<file path="src/design/bus_number_pkg.sv">
// constants for the bridge bus number and secondary latency dword
package bus_number_pkg;
    localparam logic [7:0] CFG_DWORD_OFFSET   = 8'h18;
    localparam int         UPSTREAM_LSB       = 0;
    localparam int         DOWNSTREAM_LSB     = 8;
    localparam int         HIGHEST_LSB        = 16;
    localparam int         LATENCY_LSB        = 24;
    localparam int         LATENCY_FIELD_LSB  = 3;
    localparam int         BYTE_W             = 8;
    localparam logic [7:0] BUS_ID_RESET       = 8'h00;
    localparam logic [7:0] LATENCY_RESET      = 8'h00;
    localparam logic [7:0] LATENCY_WRITE_MASK = 8'hF8;
    localparam logic [7:0] LATENCY_ZERO       = 8'h00;
    localparam logic [7:0] LATENCY_ONE        = 8'h01;

    // decision for a type 1 configuration access
    typedef enum logic [2:0] {
        ROUTE_IGNORE          = 3'h0,
        ROUTE_DOWN_TYPE0      = 3'h1,
        ROUTE_DOWN_SPECIAL    = 3'h2,
        ROUTE_DOWN_TYPE1      = 3'h3,
        ROUTE_UP_SPECIAL      = 3'h4,
        ROUTE_UP_UNCHANGED    = 3'h5
    } route_t;

    // secondary master states, gray along idle->run->expired
    typedef enum logic [1:0] {
        LAT_IDLE    = 2'b00,
        LAT_RUN     = 2'b01,
        LAT_EXPIRED = 2'b11
    } lat_state_t;
endpackage

</file>
<file path="src/design/downstream_latency_timer.sv">
// secondary master latency counter
`timescale 1ns/10ps
module downstream_latency_timer
    import bus_number_pkg::*;
(
    // clock and reset
    input  wire logic       clk_i,
    input  wire logic       reset_n_i,
    // control
    input  wire logic [7:0] latency_i,
    input  wire logic       frame_start_i,
    input  wire logic       master_active_i,
    // status
    output logic            expired_o
);
    typedef struct packed {
        lat_state_t state;
        logic [7:0] count;
    } timer_state_t;

    timer_state_t s_q;
    timer_state_t s_d;

    always_comb begin
        s_d = s_q;
        if (!master_active_i) begin
            s_d.state = LAT_IDLE;
        end else if (frame_start_i) begin
            // restart at every new frame while the master is active
            s_d.count = latency_i;
            s_d.state = (latency_i == LATENCY_ZERO) ? LAT_EXPIRED : LAT_RUN;
        end else begin
            unique case (s_q.state)
                LAT_IDLE: begin
                    s_d.state = LAT_IDLE;
                end
                LAT_RUN: begin
                    // one decrement per pci clock from frame assertion
                    s_d.count = s_q.count - LATENCY_ONE;
                    if (s_q.count == LATENCY_ONE) begin
                        s_d.state = LAT_EXPIRED;
                    end
                end
                LAT_EXPIRED: begin
                    s_d.state = LAT_EXPIRED;
                end
                default: begin
                    s_d.state = LAT_IDLE;
                end
            endcase
        end
    end

    always_ff @(posedge clk_i or negedge reset_n_i) begin
        if (!reset_n_i) begin
            s_q <= '{state: LAT_IDLE, count: LATENCY_RESET};
        end else begin
            s_q <= s_d;
        end
    end

    assign expired_o = (s_q.state == LAT_EXPIRED);
endmodule

</file>
<file path="src/design/bridge_bus_number_latency_regs.sv">
// bus number and secondary latency configuration dword of a pci bridge
`timescale 1ns/10ps

module bridge_bus_number_latency_regs
    import bus_number_pkg::*;
(
    // clock and reset
    input  wire logic        clk_i,
    input  wire logic        reset_n_i,
    // configuration write/read port
    input  wire logic        cfg_write_i,
    input  wire logic        cfg_read_i,
    input  wire logic [7:0]  cfg_offset_i,
    input  wire logic [3:0]  primary_cmd_byte_enable_n_i,
    input  wire logic [31:0] cfg_wdata_i,
    output logic [31:0]      cfg_rdata_o,
    // primary side type 1 decode
    input  wire logic        pri_type1_valid_i,
    input  wire logic [7:0]  pri_type1_bus_i,
    input  wire logic        pri_special_i,
    output logic             pri_claim_o,
    output route_t           pri_route_o,
    // secondary side type 1 decode
    input  wire logic        sec_type1_valid_i,
    input  wire logic [7:0]  sec_type1_bus_i,
    input  wire logic        sec_special_i,
    output logic             sec_claim_o,
    output route_t           sec_route_o,
    // secondary master
    input  wire logic        sec_frame_start_i,
    input  wire logic        sec_master_active_i,
    input  wire logic        sec_grant_n_i,
    input  wire logic        sec_data_phase_done_i,
    input  wire logic        sec_mwi_i,
    output logic             sec_release_o,
    output logic             sec_timer_expired_o
);
    typedef struct packed {
        logic [7:0]  upstream_bus_id;
        logic [7:0]  downstream_bus_id;
        logic [7:0]  highest_downstream_bus_id;
        logic [7:0]  downstream_master_latency;
        logic [31:0] rdata;
        logic        pri_claim;
        route_t      pri_route;
        logic        sec_claim;
        route_t      sec_route;
        logic        release_bus;
        logic        expired;
    } regs_state_t;

    regs_state_t s_q;
    regs_state_t s_d;
    logic        timer_expired;
    logic        hit;

    downstream_latency_timer u_timer (
        .clk_i           (clk_i),
        .reset_n_i       (reset_n_i),
        .latency_i       (s_q.downstream_master_latency),
        .frame_start_i   (sec_frame_start_i),
        .master_active_i (sec_master_active_i),
        .expired_o       (timer_expired)
    );

    assign hit = (cfg_offset_i == CFG_DWORD_OFFSET);

    always_comb begin
        s_d = s_q;
        // byte enables are active low, one per lane
        if (cfg_write_i && hit) begin
            if (!primary_cmd_byte_enable_n_i[0]) begin
                s_d.upstream_bus_id = cfg_wdata_i[UPSTREAM_LSB +: BYTE_W];
            end
            if (!primary_cmd_byte_enable_n_i[1]) begin
                s_d.downstream_bus_id = cfg_wdata_i[DOWNSTREAM_LSB +: BYTE_W];
            end
            if (!primary_cmd_byte_enable_n_i[2]) begin
                s_d.highest_downstream_bus_id = cfg_wdata_i[HIGHEST_LSB +: BYTE_W];
            end
            if (!primary_cmd_byte_enable_n_i[3]) begin
                // low three bits forced zero: eight-clock granularity
                s_d.downstream_master_latency =
                    cfg_wdata_i[LATENCY_LSB +: BYTE_W] & LATENCY_WRITE_MASK;
            end
        end

        // read data of the selected dword, zero elsewhere
        s_d.rdata = '0;
        if (cfg_read_i && hit) begin
            s_d.rdata = {s_q.downstream_master_latency, s_q.highest_downstream_bus_id,
                         s_q.downstream_bus_id, s_q.upstream_bus_id};
        end

        // primary side: claim for downstream buses
        s_d.pri_claim = 1'b0;
        s_d.pri_route = ROUTE_IGNORE;
        if (pri_type1_valid_i) begin
            if (pri_type1_bus_i == s_q.downstream_bus_id) begin
                s_d.pri_claim = 1'b1;
                s_d.pri_route = pri_special_i ? ROUTE_DOWN_SPECIAL : ROUTE_DOWN_TYPE0;
            end else if (pri_type1_bus_i > s_q.downstream_bus_id &&
                         pri_type1_bus_i <= s_q.highest_downstream_bus_id) begin
                s_d.pri_claim = 1'b1;
                s_d.pri_route = ROUTE_DOWN_TYPE1;
            end
        end

        // secondary side: upstream special cycle or pass up
        s_d.sec_claim = 1'b0;
        s_d.sec_route = ROUTE_IGNORE;
        if (sec_type1_valid_i) begin
            if (sec_special_i && sec_type1_bus_i == s_q.upstream_bus_id) begin
                s_d.sec_claim = 1'b1;
                s_d.sec_route = ROUTE_UP_SPECIAL;
            end else if (sec_type1_bus_i < s_q.downstream_bus_id ||
                         sec_type1_bus_i > s_q.highest_downstream_bus_id) begin
                // buses behind the bridge stay on the secondary side
                s_d.sec_claim = 1'b1;
                s_d.sec_route = ROUTE_UP_UNCHANGED;
            end
        end

        // release only at a data boundary, never mid memory write and invalidate
        s_d.expired     = timer_expired;
        s_d.release_bus = sec_master_active_i && timer_expired && sec_grant_n_i &&
                          sec_data_phase_done_i && !sec_mwi_i;
    end

    always_ff @(posedge clk_i or negedge reset_n_i) begin
        if (!reset_n_i) begin
            s_q <= '{upstream_bus_id:           BUS_ID_RESET,
                     downstream_bus_id:         BUS_ID_RESET,
                     highest_downstream_bus_id: BUS_ID_RESET,
                     downstream_master_latency: LATENCY_RESET,
                     rdata:                     '0,
                     pri_claim:                 1'b0,
                     pri_route:                 ROUTE_IGNORE,
                     sec_claim:                 1'b0,
                     sec_route:                 ROUTE_IGNORE,
                     release_bus:               1'b0,
                     expired:                   1'b0};
        end else begin
            s_q <= s_d;
        end
    end

    assign cfg_rdata_o         = s_q.rdata;
    assign pri_claim_o         = s_q.pri_claim;
    assign pri_route_o         = s_q.pri_route;
    assign sec_claim_o         = s_q.sec_claim;
    assign sec_route_o         = s_q.sec_route;
    assign sec_release_o       = s_q.release_bus;
    assign sec_timer_expired_o = s_q.expired;
endmodule

</file>
<file path="config.mk">
export PLATFORM = sky130hd
export DESIGN_NAME = bridge_bus_number_latency_regs
export DESIGN_NICKNAME = d
export VERILOG_FILES = /design/src/design/bus_number_pkg.sv /design/src/design/downstream_latency_timer.sv /design/src/design/bridge_bus_number_latency_regs.sv
export SDC_FILE = /design/constraint.sdc
export NUM_CORES = 1
export LEC_CHECK = 0
export ABC_AREA = 1
export BUFFER_PORTS_ARGS = -buffer_cell sky130_fd_sc_hd__buf_2
export CORE_MARGIN = 8
export CORE_UTILIZATION = 30
export CTS_BUF_LIST = sky130_fd_sc_hd__clkbuf_4 sky130_fd_sc_hd__clkbuf_8
export CTS_CLUSTER_DIAMETER = 40
export DETAILED_ROUTE_END_ITERATION = 10
export GPL_ROUTABILITY_DRIVEN = 0
export PLACE_DENSITY_LB_ADDON = 0.25
export SLEW_MARGIN = 5
export SYNTH_ARGS = -nofsm -noshare
export SYNTH_HDL_FRONTEND = slang
export SYNTH_SLANG_ARGS = --single-unit
</file>
<file path="constraint.sdc">
create_clock -name clk_i -period 1.8 [get_ports clk_i]
set_clock_uncertainty 0.2 [all_clocks]
set_input_delay 0.18 -clock clk_i [delete_from_list [all_inputs] [get_ports clk_i]]
set_output_delay 0.18 -clock clk_i [all_outputs]
set_load 0.005 [all_outputs]
</file>
* Word-level counts from Yosys, hierarchy flattened
Cells that the tools add are included. W data, S select, Z words.
Operators by class: add/subtract/negate cells 1, magnitude comparators 4, equal/unequal tests 7, muxes and demuxes 14, bitwise logic cells 4, reduce and logical (&&, ||, !) cells 17
Operators by type and width (count):
- $mux W32 | 1
- $mux W4 | 6
- $eq A8 B8 Y1 | 2
- $gt A8 B8 Y1 | 2
- $mux W10 | 1
- $reduce_and A2 Y1 | 5
- $eq A8 B1 Y1 const B | 1
- $eq A8 B5 Y1 const B | 1
- $le A8 B8 Y1 | 1
- $logic_and A1 B1 Y1 | 8
- $logic_not A8 Y1 | 1
- $lt A8 B8 Y1 | 1
- $mux W2 | 4
- $mux W8 | 1
- $sub A8 B1 Y8 const B | 1
- $ne A4 B3 Y1 const B | 1
- $not A1 Y1 | 4
- $pmux W2 S2 | 1
- $eq A2 B1 Y1 const B | 1
- $eq A2 B2 Y1 const B | 1
- $reduce_bool A2 Y1 | 1
- $logic_not A1 Y1 | 1
- $logic_or A1 B1 Y1 | 1
Word-level totals: bits in registers 81, bits of input ports 73, output and inout bits 42, logic and storage cells 60

* Depth between registers and ports, before layout
Gate-level depths: netlist (run 1).
word-level depth 5, depth in mapped cells 14

* Cells and area by module
Synthesis (run 1) repeated with hierarchy kept, for this count alone.
Unflattened totals: cell total of the unflattened synthesis 522, area, all modules 4511.8 um^2
By module, submodules not included:
- bridge_bus_number_latency_regs | instances 1, cells an instance 422, area an instance 3777.4 um^2
- downstream_latency_timer | instances 1, cells an instance 100, area an instance 734.5 um^2

* Worst setup path after synthesis (run 1)
No wires, ideal clock.
path type flip-flop to flip-flop, start point register s_q[57] (netlist bit), end point register s_q (netlist bit pri_route_o[0]), setup time 71 ps, arrival time 1280 ps, required time 1529 ps, setup slack 249 ps, cell stages (with the launch flop) 11, path buffers 0, period minus slack after synthesis 1551 ps, cells stage by stage dfrtp_1 > inv_1 > ha_1 > a21o_1 > nor2_1 > nand2_1 > nand2_1 > nand2_1 > nand2_1 > nand2_1 > nor2_1
RTL lines:
- start, declared | line bridge_bus_number_latency_regs.sv:52 | regs_state_t s_q;
- start signal, assigned | line bridge_bus_number_latency_regs.sv:132 | s_q <= '{upstream_bus_id: BUS_ID_RESET,

==> results of run 1 <==
[cell usage in the layout (no fill, tap or decap), types with 7 or more instances in the layout]
master,Yosys,routed
o21ai_0,24,23
nand4_1,7,7
inv_2,0,14
o21ai_2,24,24
buf_4,38,22
clkbuf_8,0,9
nor2_4,10,11
inv_1,95,81
a21oi_1,16,14
buf_2,0,105
ha_1,33,27
dfrtp_1,75,75
nand2_1,84,81
nor2_1,40,37
dlygate4sd3_1,0,38
[how the worst max path moves through the flow]
stage / start / to / slack [ns] / depth (start not counted)
floorplan: s_q[57] / pri_route_o[0] / 0.25 / 10
global placement: s_q[56] / pri_route_o[0] / 0.11 / 11
detailed placement: cfg_offset_i[1] / cfg_rdata_o[13] / 0.1 / 6
CTS: s_q[55] / pri_route_o[1] / 0.08 / 11
global route: s_q[53] / pri_route_o[0] / -0.03 / 11
finish: s_q[55] / sec_route_o[2] / 0.08 / 10
[flip-flops by register name (all words and copies together) (netlist names)]
register / flops
cfg_rdata_o: 29
sec_route_o: 2
pri_claim_o: 1
u_timer.s_q: 10
s_q: 29
sec_release_o: 1
pri_route_o: 2
sec_timer_expired_o: 1
[where the power goes]
part / internal [W] / switching (W)
sequential: 0.00174 / 0.0000367
combinational: 0.000286 / 0.000335
clock: 0.000556 / 0.000597
[repair_timing]
action / in CTS / in global routing
hold buffers: 38 / 0
buffers inserted: 0 / 13
setup endpoints to repair: 0 / 5
endpoints found under the hold margin: 79 / 0
gates resized for setup: 0 / 31
[worst reg2reg max path: stages, from the launching register on]
cell and delay [ns]:
dfrtp_1 0.37, inv_2 0.07, buf_4 0.14, ha_1 0.29, nand2_1 0.06, nor2_1 0.13, nand4_1 0.10, nand2_1 0.09
nand2_1 0.08, nand2_1 0.06, nand2_1 0.04
[through the flow]
stage	std cells	power [W]
2_1_floorplan	488	0.00212
3_3_place_gp	737	0.00231
3_5_place_dp	737	0.00233
4_1_cts	791	0.00358
5_1_grt	804	0.00380
6_report	804	0.00355
[layer usage]
layer | part of all wire (%) | routed length, um | vias to the layer above | global-route usage [%]
met5 | 0.074 | 8 | - | 0
met2 | 48 | 5120 | 86 | 19.5
met4 | 1.9 | 203 | 2 | 4.63
met3 | 6.5 | 701 | 17 | 5.12
met1 | 44 | 4740 | 1491 | 14.4
li1 | - | - | 1735 | -
[logic make-up (layout without fill, tap and decap cells)]
| kind of cell | Yosys count | count (layout) | synth area share, % |
|---|---|---|---|
| AND/OR/NAND/NOR | 157 | 157 | 17.6 |
| AO/OA/AOI/OAI | 74 | 74 | 11.2 |
| other | 1 | 5 | 0.0875 |
| adder cells (fa/ha/maj) | 33 | 33 | 9.63 |
| buffers and inverters | 140 | 276 | 16.8 |
| XOR/XNOR | 4 | 4 | 0.817 |
| flip-flops | 75 | 75 | 43.8 |
[cell type report]
class / count / area share (%)
sequential: 75 / 34.1
timing repair buffer: 165 / 19.4
inverter: 95 / 6.47
multi-input combinational: 273 / 32.9
clock buffer: 13 / 2.79
clock inverter: 3 / 0.272
tap: 180 / 4.09
==> results_dict.tcl, run 1 <==
set metrics [dict create \
    hold_class "primary input to flip-flop" \
    wirelength_um 10800 \
    cts.clk_slew.worst_paths_ns 0.08 \
    cts.path.max_buffers 2 \
    r2r_cells 10 \
    syn_area_um2 4290 \
    setup_viol 0 \
    r2r-start "s_q[55]" \
    synthTopCellsByCount "95 x inv_1, 84 x nand2_1, 75 x dfrtp_1" \
    routed_via_density 4.14 \
    leakage_nw 2.88 \
    synth_top_cell_by_area "dfrtp_1" \
    r2r_end "sec_route_o[2]" \
    yosys_warnings 0 \
    worstSetupStartpointType "flip-flop" \
    drive_gt1_share_pct 34.0 \
    hold_viol 0 \
    io-pin-count 115 \
    dp_hpwl_um 8190 \
    cap_violations 0 \
    critPathTopFamily "simple AND/OR/NAND/NOR gates" \
    fin_tns_setup_ns 0 \
    worstSetupPathType "flip-flop to flip-flop" \
    wl_per_cell_um 13.4 \
    grt_antenna_before_repair 1 \
    power_density_nw_per_um2 645 \
    multi_input_area_um2 1810 \
    seq_area_um2 1880 \
    design.core.area_um2 13900 \
    antenna_left 0 \
    worstHoldEndpoint "s_q[67]" \
    maxSlewViolCount 0 \
    hold_depth 4 \
    synth.distinct_cells 31 \
    ir_drop_mv 0.237 \
    pre_cts_ws_ns 0.0980 \
    io_buffers 106 \
    synth.avg_cell_area_um2 8.86 \
    numCtsBuffers 9 \
    htreeDepth 3 \
    cts_tree "yes" \
    grt_max_degree 41 \
    seq_area_frac_synth_pct 43.8 \
    synth_cells 484 \
    fmax_ghz 0.581 \
    cts_root_buf "clkbuf_8" \
    status "finished, final reports clean" \
    max_stage_delay_ns 0.37 \
    critPathSlowestCell "dfrtp_1" \
    fillCellCount 1370 \
    rrSetupSlack_ns 0.08 \
    die_y_um 136 \
    critPathArrivalTime_ns 1.78 \
    grt_overflow 0 \
    holdWs_ns 0.0482 \
    placed_area_um2 4760 \
    synth_top_area_share_pct 43.8 \
    yosysMostFrequentCell "inv_1" \
    areaGrowthSynthToFinish_pct 28.5 \
    cp_common_cell "nand2_1" \
    crit_required_ns 1.85 \
    hp-start "primary_cmd_byte_enable_n_i[0]" \
    synth-async-reset-ratio_pct 100 \
    slew_headroom_pct 62.7 \
    clock_latency_ns 0.35 \
    fin_util_pct 39.5 \
    cp.buffers_inverters 2 \
    critPathMaxFanout 3 \
    synth-edff-count 0 \
    grt_pass1_wl_um 17400 \
    final_area_um2 5510 \
    start_util_pct 30.8 \
    path_cells "inv_2 -> buf_4 -> ha_1 -> nand2_1 -> nor2_1 -> nand4_1 -> nand2_1 -> nand2_1 -> nand2_1 -> nand2_1" \
    n_antenna_cell 0 \
    row_count 43 \
    grt_usage_pct 12.2 \
    synth-main-ff-cell "dfrtp_1" \
    fin_nets 725 \
    grt_pass1_vias 3495 \
    tightest_slew_ns 0.559 \
    end_kind "flip-flop" \
    die_w_um 136 \
    num_vias 3331 \
    ys_ff_latch 75 \
    die-area_um2 18400 \
    drt-initial-drc-count 188 \
    drc 0 \
    finalCritPeriodShare_pct 95.6 \
    clock_sinks 75 \
    period_needed_ns 1.72 \
    layout_setup_ws_ns 0.0788 \
    synthTopCellsByArea "dfrtp_1 44%, ha_1 9.6%, inv_1 8.3%" \
    first_pass_iters 4 \
]
Power figures use the tool's default switching activity.
==> inputs of run 2 (changes only) <==
--- a/config.mk
+++ b/config.mk
@@ -14,6 +14,7 @@
 export DETAILED_ROUTE_END_ITERATION = 10
 export GPL_ROUTABILITY_DRIVEN = 0
 export PLACE_DENSITY_LB_ADDON = 0.25
+export SKIP_LAST_GASP = 1
 export SLEW_MARGIN = 5
 export SYNTH_ARGS = -nofsm -noshare
 export SYNTH_HDL_FRONTEND = slang
==> constraint.sdc (replaced) <==
create_clock -name clk_i -period 1.9 [get_ports clk_i]
set_clock_uncertainty 0.2 [all_clocks]
set_input_delay 0.19 -clock clk_i [delete_from_list [all_inputs] [get_ports clk_i]]
set_output_delay 0.19 -clock clk_i [all_outputs]
set_load 0.005 [all_outputs]
==> run 2 against run 1 <==
Final area decreased by 2.6%. Combinational power decreased by 11%. Core utilization decreased by 1.0 points. Clock power increased by 23%. Register-to-register slack improved by 0.07 ns. Die area unchanged. Clock-buffer cell count decreased by 1. Critical path depth increased by 1. Via count decreased by 2.0%. Largest cell class unchanged.
==> results_dict.tcl, run 2 (synthesis gave the netlist of run 1 again) <==
set metrics [dict create \
    drive_gt1_share_pct 27.6 \
    wirelength_um 10600 \
    grt_max_degree 42 \
    worstSetupStartpointType "flip-flop" \
    num_vias 3264 \
    ir_drop_mv 0.369 \
    hold_viol 0 \
    critPathMaxFanout 3 \
    die-area_um2 18400 \
    antenna_left 0 \
    clock_latency_ns 0.36 \
    cts_tree "yes" \
    layout_common_cells "105 x buf_2, 95 x inv_1, 84 x nand2_1" \
    fin_nets 709 \
    design.core.area_um2 13900 \
    clock_sinks 75 \
    drt-initial-drc-count 148 \
    layout_commonest_cell "buf_2" \
    io-pin-count 115 \
    finalNonFillerCells 788 \
    worstSetupPathType "flip-flop to flip-flop" \
    gr-usage-met1_pct 14.5 \
    fmax_ghz 0.570 \
    drc 0 \
    n_antenna_cell 0 \
    grt_antenna_before_repair 1 \
    slew_headroom_pct 62.3 \
    die_y_um 136 \
    grt_usage_pct 12.3 \
    start_util_pct 30.8 \
    rsz0062_at_grt "false" \
    end_kind "flip-flop" \
    row_count 43 \
    period_needed_ns 1.75 \
    cts.path.max_buffers 2 \
    grt_pass1_vias 3481 \
    status "finished, final reports clean" \
    hold_class "primary input to flip-flop" \
    first_pass_iters 4 \
    die_w_um 136 \
    critPathArrivalTime_ns 1.84 \
    holdWs_ns 0.0571 \
    place_inst 732 \
    cts_root_buf "clkbuf_8" \
    finalCritPeriodShare_pct 92.3 \
    tightest_slew_ns 0.565 \
    routed_via_density 4.14 \
    fillCellCount 1399 \
    numCtsBuffers 9 \
    io_buffers 106 \
    grt_pass1_wl_um 17500 \
    cap_violations 0 \
    cts.clk_slew.worst_paths_ns 0.08 \
    areaGrowthSynthToFinish_pct 25.1 \
    gr-usage-met2_pct 19.7 \
    crit_required_ns 1.99 \
    htreeDepth 3 \
    dp_hpwl_um 8170 \
    setup_viol 0 \
    grt_overflow 0 \
    leakage_nw 2.82 \
    wl_per_cell_um 13.5 \
    power_density_nw_per_um2 682 \
    fin_tns_setup_ns 0 \
    met3_usage_pct 4.53 \
    top_usage_layer "met2" \
    maxSlewViolCount 0 \
]
[run 2: timing repair]
item,4_1_cts,5_1_grt
resized for setup,0,2
hold endpoints to repair,116,0
buffers inserted,0,1
hold buffers,39,0
endpoints found under the setup margin,0,3
[run 2: path summary, 6_finish.rpt]
kind | from | endpoint | slack, ns | cells past startpoint
max in group asynchronous | reset_n_i | u_timer.s_q[9] | 0.43 | 3
worst max register to register | s_q[55] | pri_route_o[1] | 0.15 | 11
min in group asynchronous | reset_n_i | u_timer.s_q[6] | 0.17 | 3
worst min register to register | s_q[55] | s_q[55] | 0.28 | 2
worst max-delay path | s_q[55] | pri_route_o[1] | 0.15 | 11
worst min-delay path | primary_cmd_byte_enable_n_i[1] | s_q[61] | 0.06 | 4
[run 2: critical path, stage by stage, from the launching register on]
cell and delay [ns]:
dfrtp_1 0.38, inv_1 0.15, ha_1 0.28, a21oi_1 0.15, nor2_1 0.06, nor2_1 0.09
nand2_1 0.06, nand2_1 0.05, nand2_1 0.04, nand2_1 0.06, nand2_1 0.08, nor2_1 0.10
[run 2: cell type report]
| class | count | area, um^2 | area share [%] |
|---|---|---|---|
| clock buffer | 12 | 159 | 2.96 |
| tap | 180 | 225 | 4.20 |
| inverter | 95 | 357 | 6.65 |
| multi-input combinational | 273 | 1710 | 31.9 |
| clock inverter | 4 | 72.6 | 1.35 |
| sequential | 75 | 1880 | 35.0 |
| timing repair buffer | 149 | 966 | 18.0 |
[run 2: stage by stage]
| stage | setup WS (ns) | power (W) | util (%) | instance area [um^2] |
|---|---|---|---|---|
| after floorplan | 0.349 | 0.00201 | - | 4300 |
| after global placement | 0.181 | 0.00219 | 33.9 | 4730 |
| after detailed placement | 0.152 | 0.00221 | 33.9 | 4730 |
| after CTS | 0.127 | 0.00372 | 38.4 | 5350 |
| after global routing | 0.00571 | 0.00388 | 38.5 | 5370 |
| final | 0.146 | 0.00366 | 38.5 | 5370 |
[run 2: power by group]
part           switching (W)  internal (W)  total [W]
Sequential         0.0000341       0.00165    0.00168
Clock               0.000599      0.000824    0.00142
Combinational       0.000303      0.000248   0.000551
[run 2: per-layer routing]
metal | part of all wire [%] | up-vias
met3 | 6.8 | 14
met4 | 1.6 | 2
met2 | 48 | 89
met1 | 44 | 1461
met5 | 0.075 | -
li1 | - | 1698
==> inputs of run 3 (changes only) <==
--- a/config.mk
+++ b/config.mk
@@ -7,6 +7,7 @@
 export LEC_CHECK = 0
 export ABC_AREA = 1
 export BUFFER_PORTS_ARGS = -buffer_cell sky130_fd_sc_hd__buf_2
+export CORE_ASPECT_RATIO = 0.75
 export CORE_MARGIN = 8
 export CORE_UTILIZATION = 30
 export CTS_BUF_LIST = sky130_fd_sc_hd__clkbuf_4 sky130_fd_sc_hd__clkbuf_8
==> run 3 against run 2 <==
Hold slack worse by 0.0078 ns. Worst setup slack improved by 0.020 ns. Cell count rose by 0.38%. Critical path depth is the same. Fmax is 1.1% higher. Clock power down 12%.
==> results_dict.tcl, run 3 (synthesis gave the netlist of run 1 again) <==
set metrics [dict create \
    pwr-share-seq_pct 48.2 \
    swShare_pct 27.9 \
    rrSetupSlack_ns 0.17 \
    cap_violations 0 \
    crit_required_ns 1.94 \
    fillCellCount 1422 \
    pre_cts_ws_ns 0.129 \
    hold_viol 0 \
    design.core.area_um2 14200 \
    cts_tree "yes" \
    die_y_um 120 \
    worstSetupPathType "flip-flop to flip-flop" \
    cp_common_cell "nand2_1" \
    antenna_left 0 \
    clock_sinks 75 \
    drc 0 \
    multi_input_area_um2 1710 \
    cts.clk_slew.worst_paths_ns 0.09 \
    first_pass_iters 4 \
    leakage_nw 2.81 \
    htreeDepth 3 \
    r2r_cells 11 \
    tightest_slew_ns 0.532 \
    die_w_um 154 \
    critPathSlowestCell "dfrtp_1" \
    status "finished, final reports clean" \
    io-pin-count 115 \
    fmax_ghz 0.577 \
    grt_antenna_before_repair 3 \
    start_util_pct 30.2 \
    seq_area_um2 1880 \
    fin_nets 712 \
    maxSlewViolCount 0 \
    p_switching_w 0.000973 \
    grt_pass1_wl_um 18100 \
    critPathMaxFanout 2 \
    hold_class "primary input to async pin" \
    period_needed_ns 1.73 \
    setup_viol 0 \
    grt_pass1_vias 3552 \
    num_vias 3317 \
    pwr-share-clk_pct 35.8 \
    drive_gt1_share_pct 29.3 \
    finalCritPeriodShare_pct 91.3 \
    ir_drop_mv 0.265 \
    io_buffers 106 \
    areaGrowthSynthToFinish_pct 24.8 \
    fin_tns_setup_ns 0 \
    layout_commonest_cell "buf_2" \
    cts_root_buf "clkbuf_8" \
    grt_max_degree 37 \
    layout_setup_ws_ns 0.166 \
    max_stage_delay_ns 0.36 \
    critPathArrivalTime_ns 1.78 \
    dp_hpwl_um 8430 \
    power_density_nw_per_um2 653 \
    drt-initial-drc-count 169 \
    layout_common_cells "105 x buf_2, 88 x inv_1, 84 x nand2_1" \
    routed_via_density 4.19 \
    path_cells "inv_2 -> buf_4 -> ha_1 -> a21oi_1 -> o21ai_0 -> nand2_1 -> nand2_1 -> nand2_1 -> nand2_1 -> nand2_1 -> nand2_1" \
    pwr-share-comb_pct 16.0 \
    fin_util_pct 37.6 \
    slew_headroom_pct 64.5 \
    wl_per_cell_um 13.7 \
    end_kind "flip-flop" \
    final_area_um2 5350 \
    wirelength_um 10900 \
    row_count 38 \
    n_antenna_cell 0 \
    clock_latency_ns 0.35 \
    p_int_w 0.00252 \
    numCtsBuffers 9 \
    worstSetupStartpointType "flip-flop" \
    grt_usage_pct 12.4 \
    die-area_um2 18400 \
    cts.path.max_buffers 2 \
    placed_area_um2 4730 \
    grt_overflow 0 \
]
[run 3: worst max-delay path: cells and delay by family (launching register included)]
kind | cells | cell delay [ns]
buffers and inverters | 2 | 0.19
and+or+nand+nor | 6 | 0.38
AOI/OAI and AO/OA | 2 | 0.22
adders and majority gates | 1 | 0.28
DFF | 1 | 0.36
[run 3: power by group through the flow]
stage | clock network, W | registers (W) | logic, W
after floorplan | 0 | 0.00171 | 0.000299
after global placement | 0 | 0.00171 | 0.000474
after detailed placement | 0 | 0.00172 | 0.000495
after CTS | 0.00131 | 0.00168 | 0.000557
after global routing | 0.00137 | 0.00169 | 0.000649
final | 0.00125 | 0.00168 | 0.000559
[run 3: per-stage QoR]
step                      hold WS [ns]  total power (W)  cells
after global routing            0.0602          0.00372    791
after floorplan                 -0.306          0.00201    488
after CTS                       0.0352          0.00355    786
final                           0.0493          0.00349    791
after global placement          -0.115          0.00219    732
after detailed placement        -0.110          0.00221    732
[run 3: path summary, 6_finish.rpt]
| kind | startpoint | to |
|---|---|---|
| worst max-delay path | s_q[53] | sec_route_o[2] |
| worst min-delay path | reset_n_i | sec_release_o |
| worst max register to register | s_q[53] | sec_route_o[2] |
| worst min register to register | s_q[59] | s_q[59] |
| max in group asynchronous | reset_n_i | pri_claim_o |
| min in group clk_i | primary_cmd_byte_enable_n_i[3] | s_q[47] |
[run 3: routing by layer]
| metal | up-vias | part of all wire (%) | track usage, % |
|---|---|---|---|
| met3 | 11 | 6.2 | 4.67 |
| met2 | 72 | 46 | 19.9 |
| met5 | - | 0.29 | 0 |
| li1 | 1708 | - | - |
| met1 | 1520 | 47 | 15.5 |
| met4 | 6 | 0.73 | 2.99 |
[run 3: repair_timing]
action | in CTS | in global routing
endpoints found under the setup margin | 0 | 3
hold buffers | 38 | 0
buffers inserted | 0 | 5
resized for setup | 0 | 9
endpoints found under the hold margin | 115 | 0
[run 3: area by class of cell]
cell class / instances / area share [%]
tap: 180 / 4.21
inverter: 95 / 6.66
clock buffer: 10 / 2.45
multi-input combinational: 273 / 31.9
timing repair buffer: 152 / 18.4
clock inverter: 6 / 1.24
sequential: 75 / 35.1
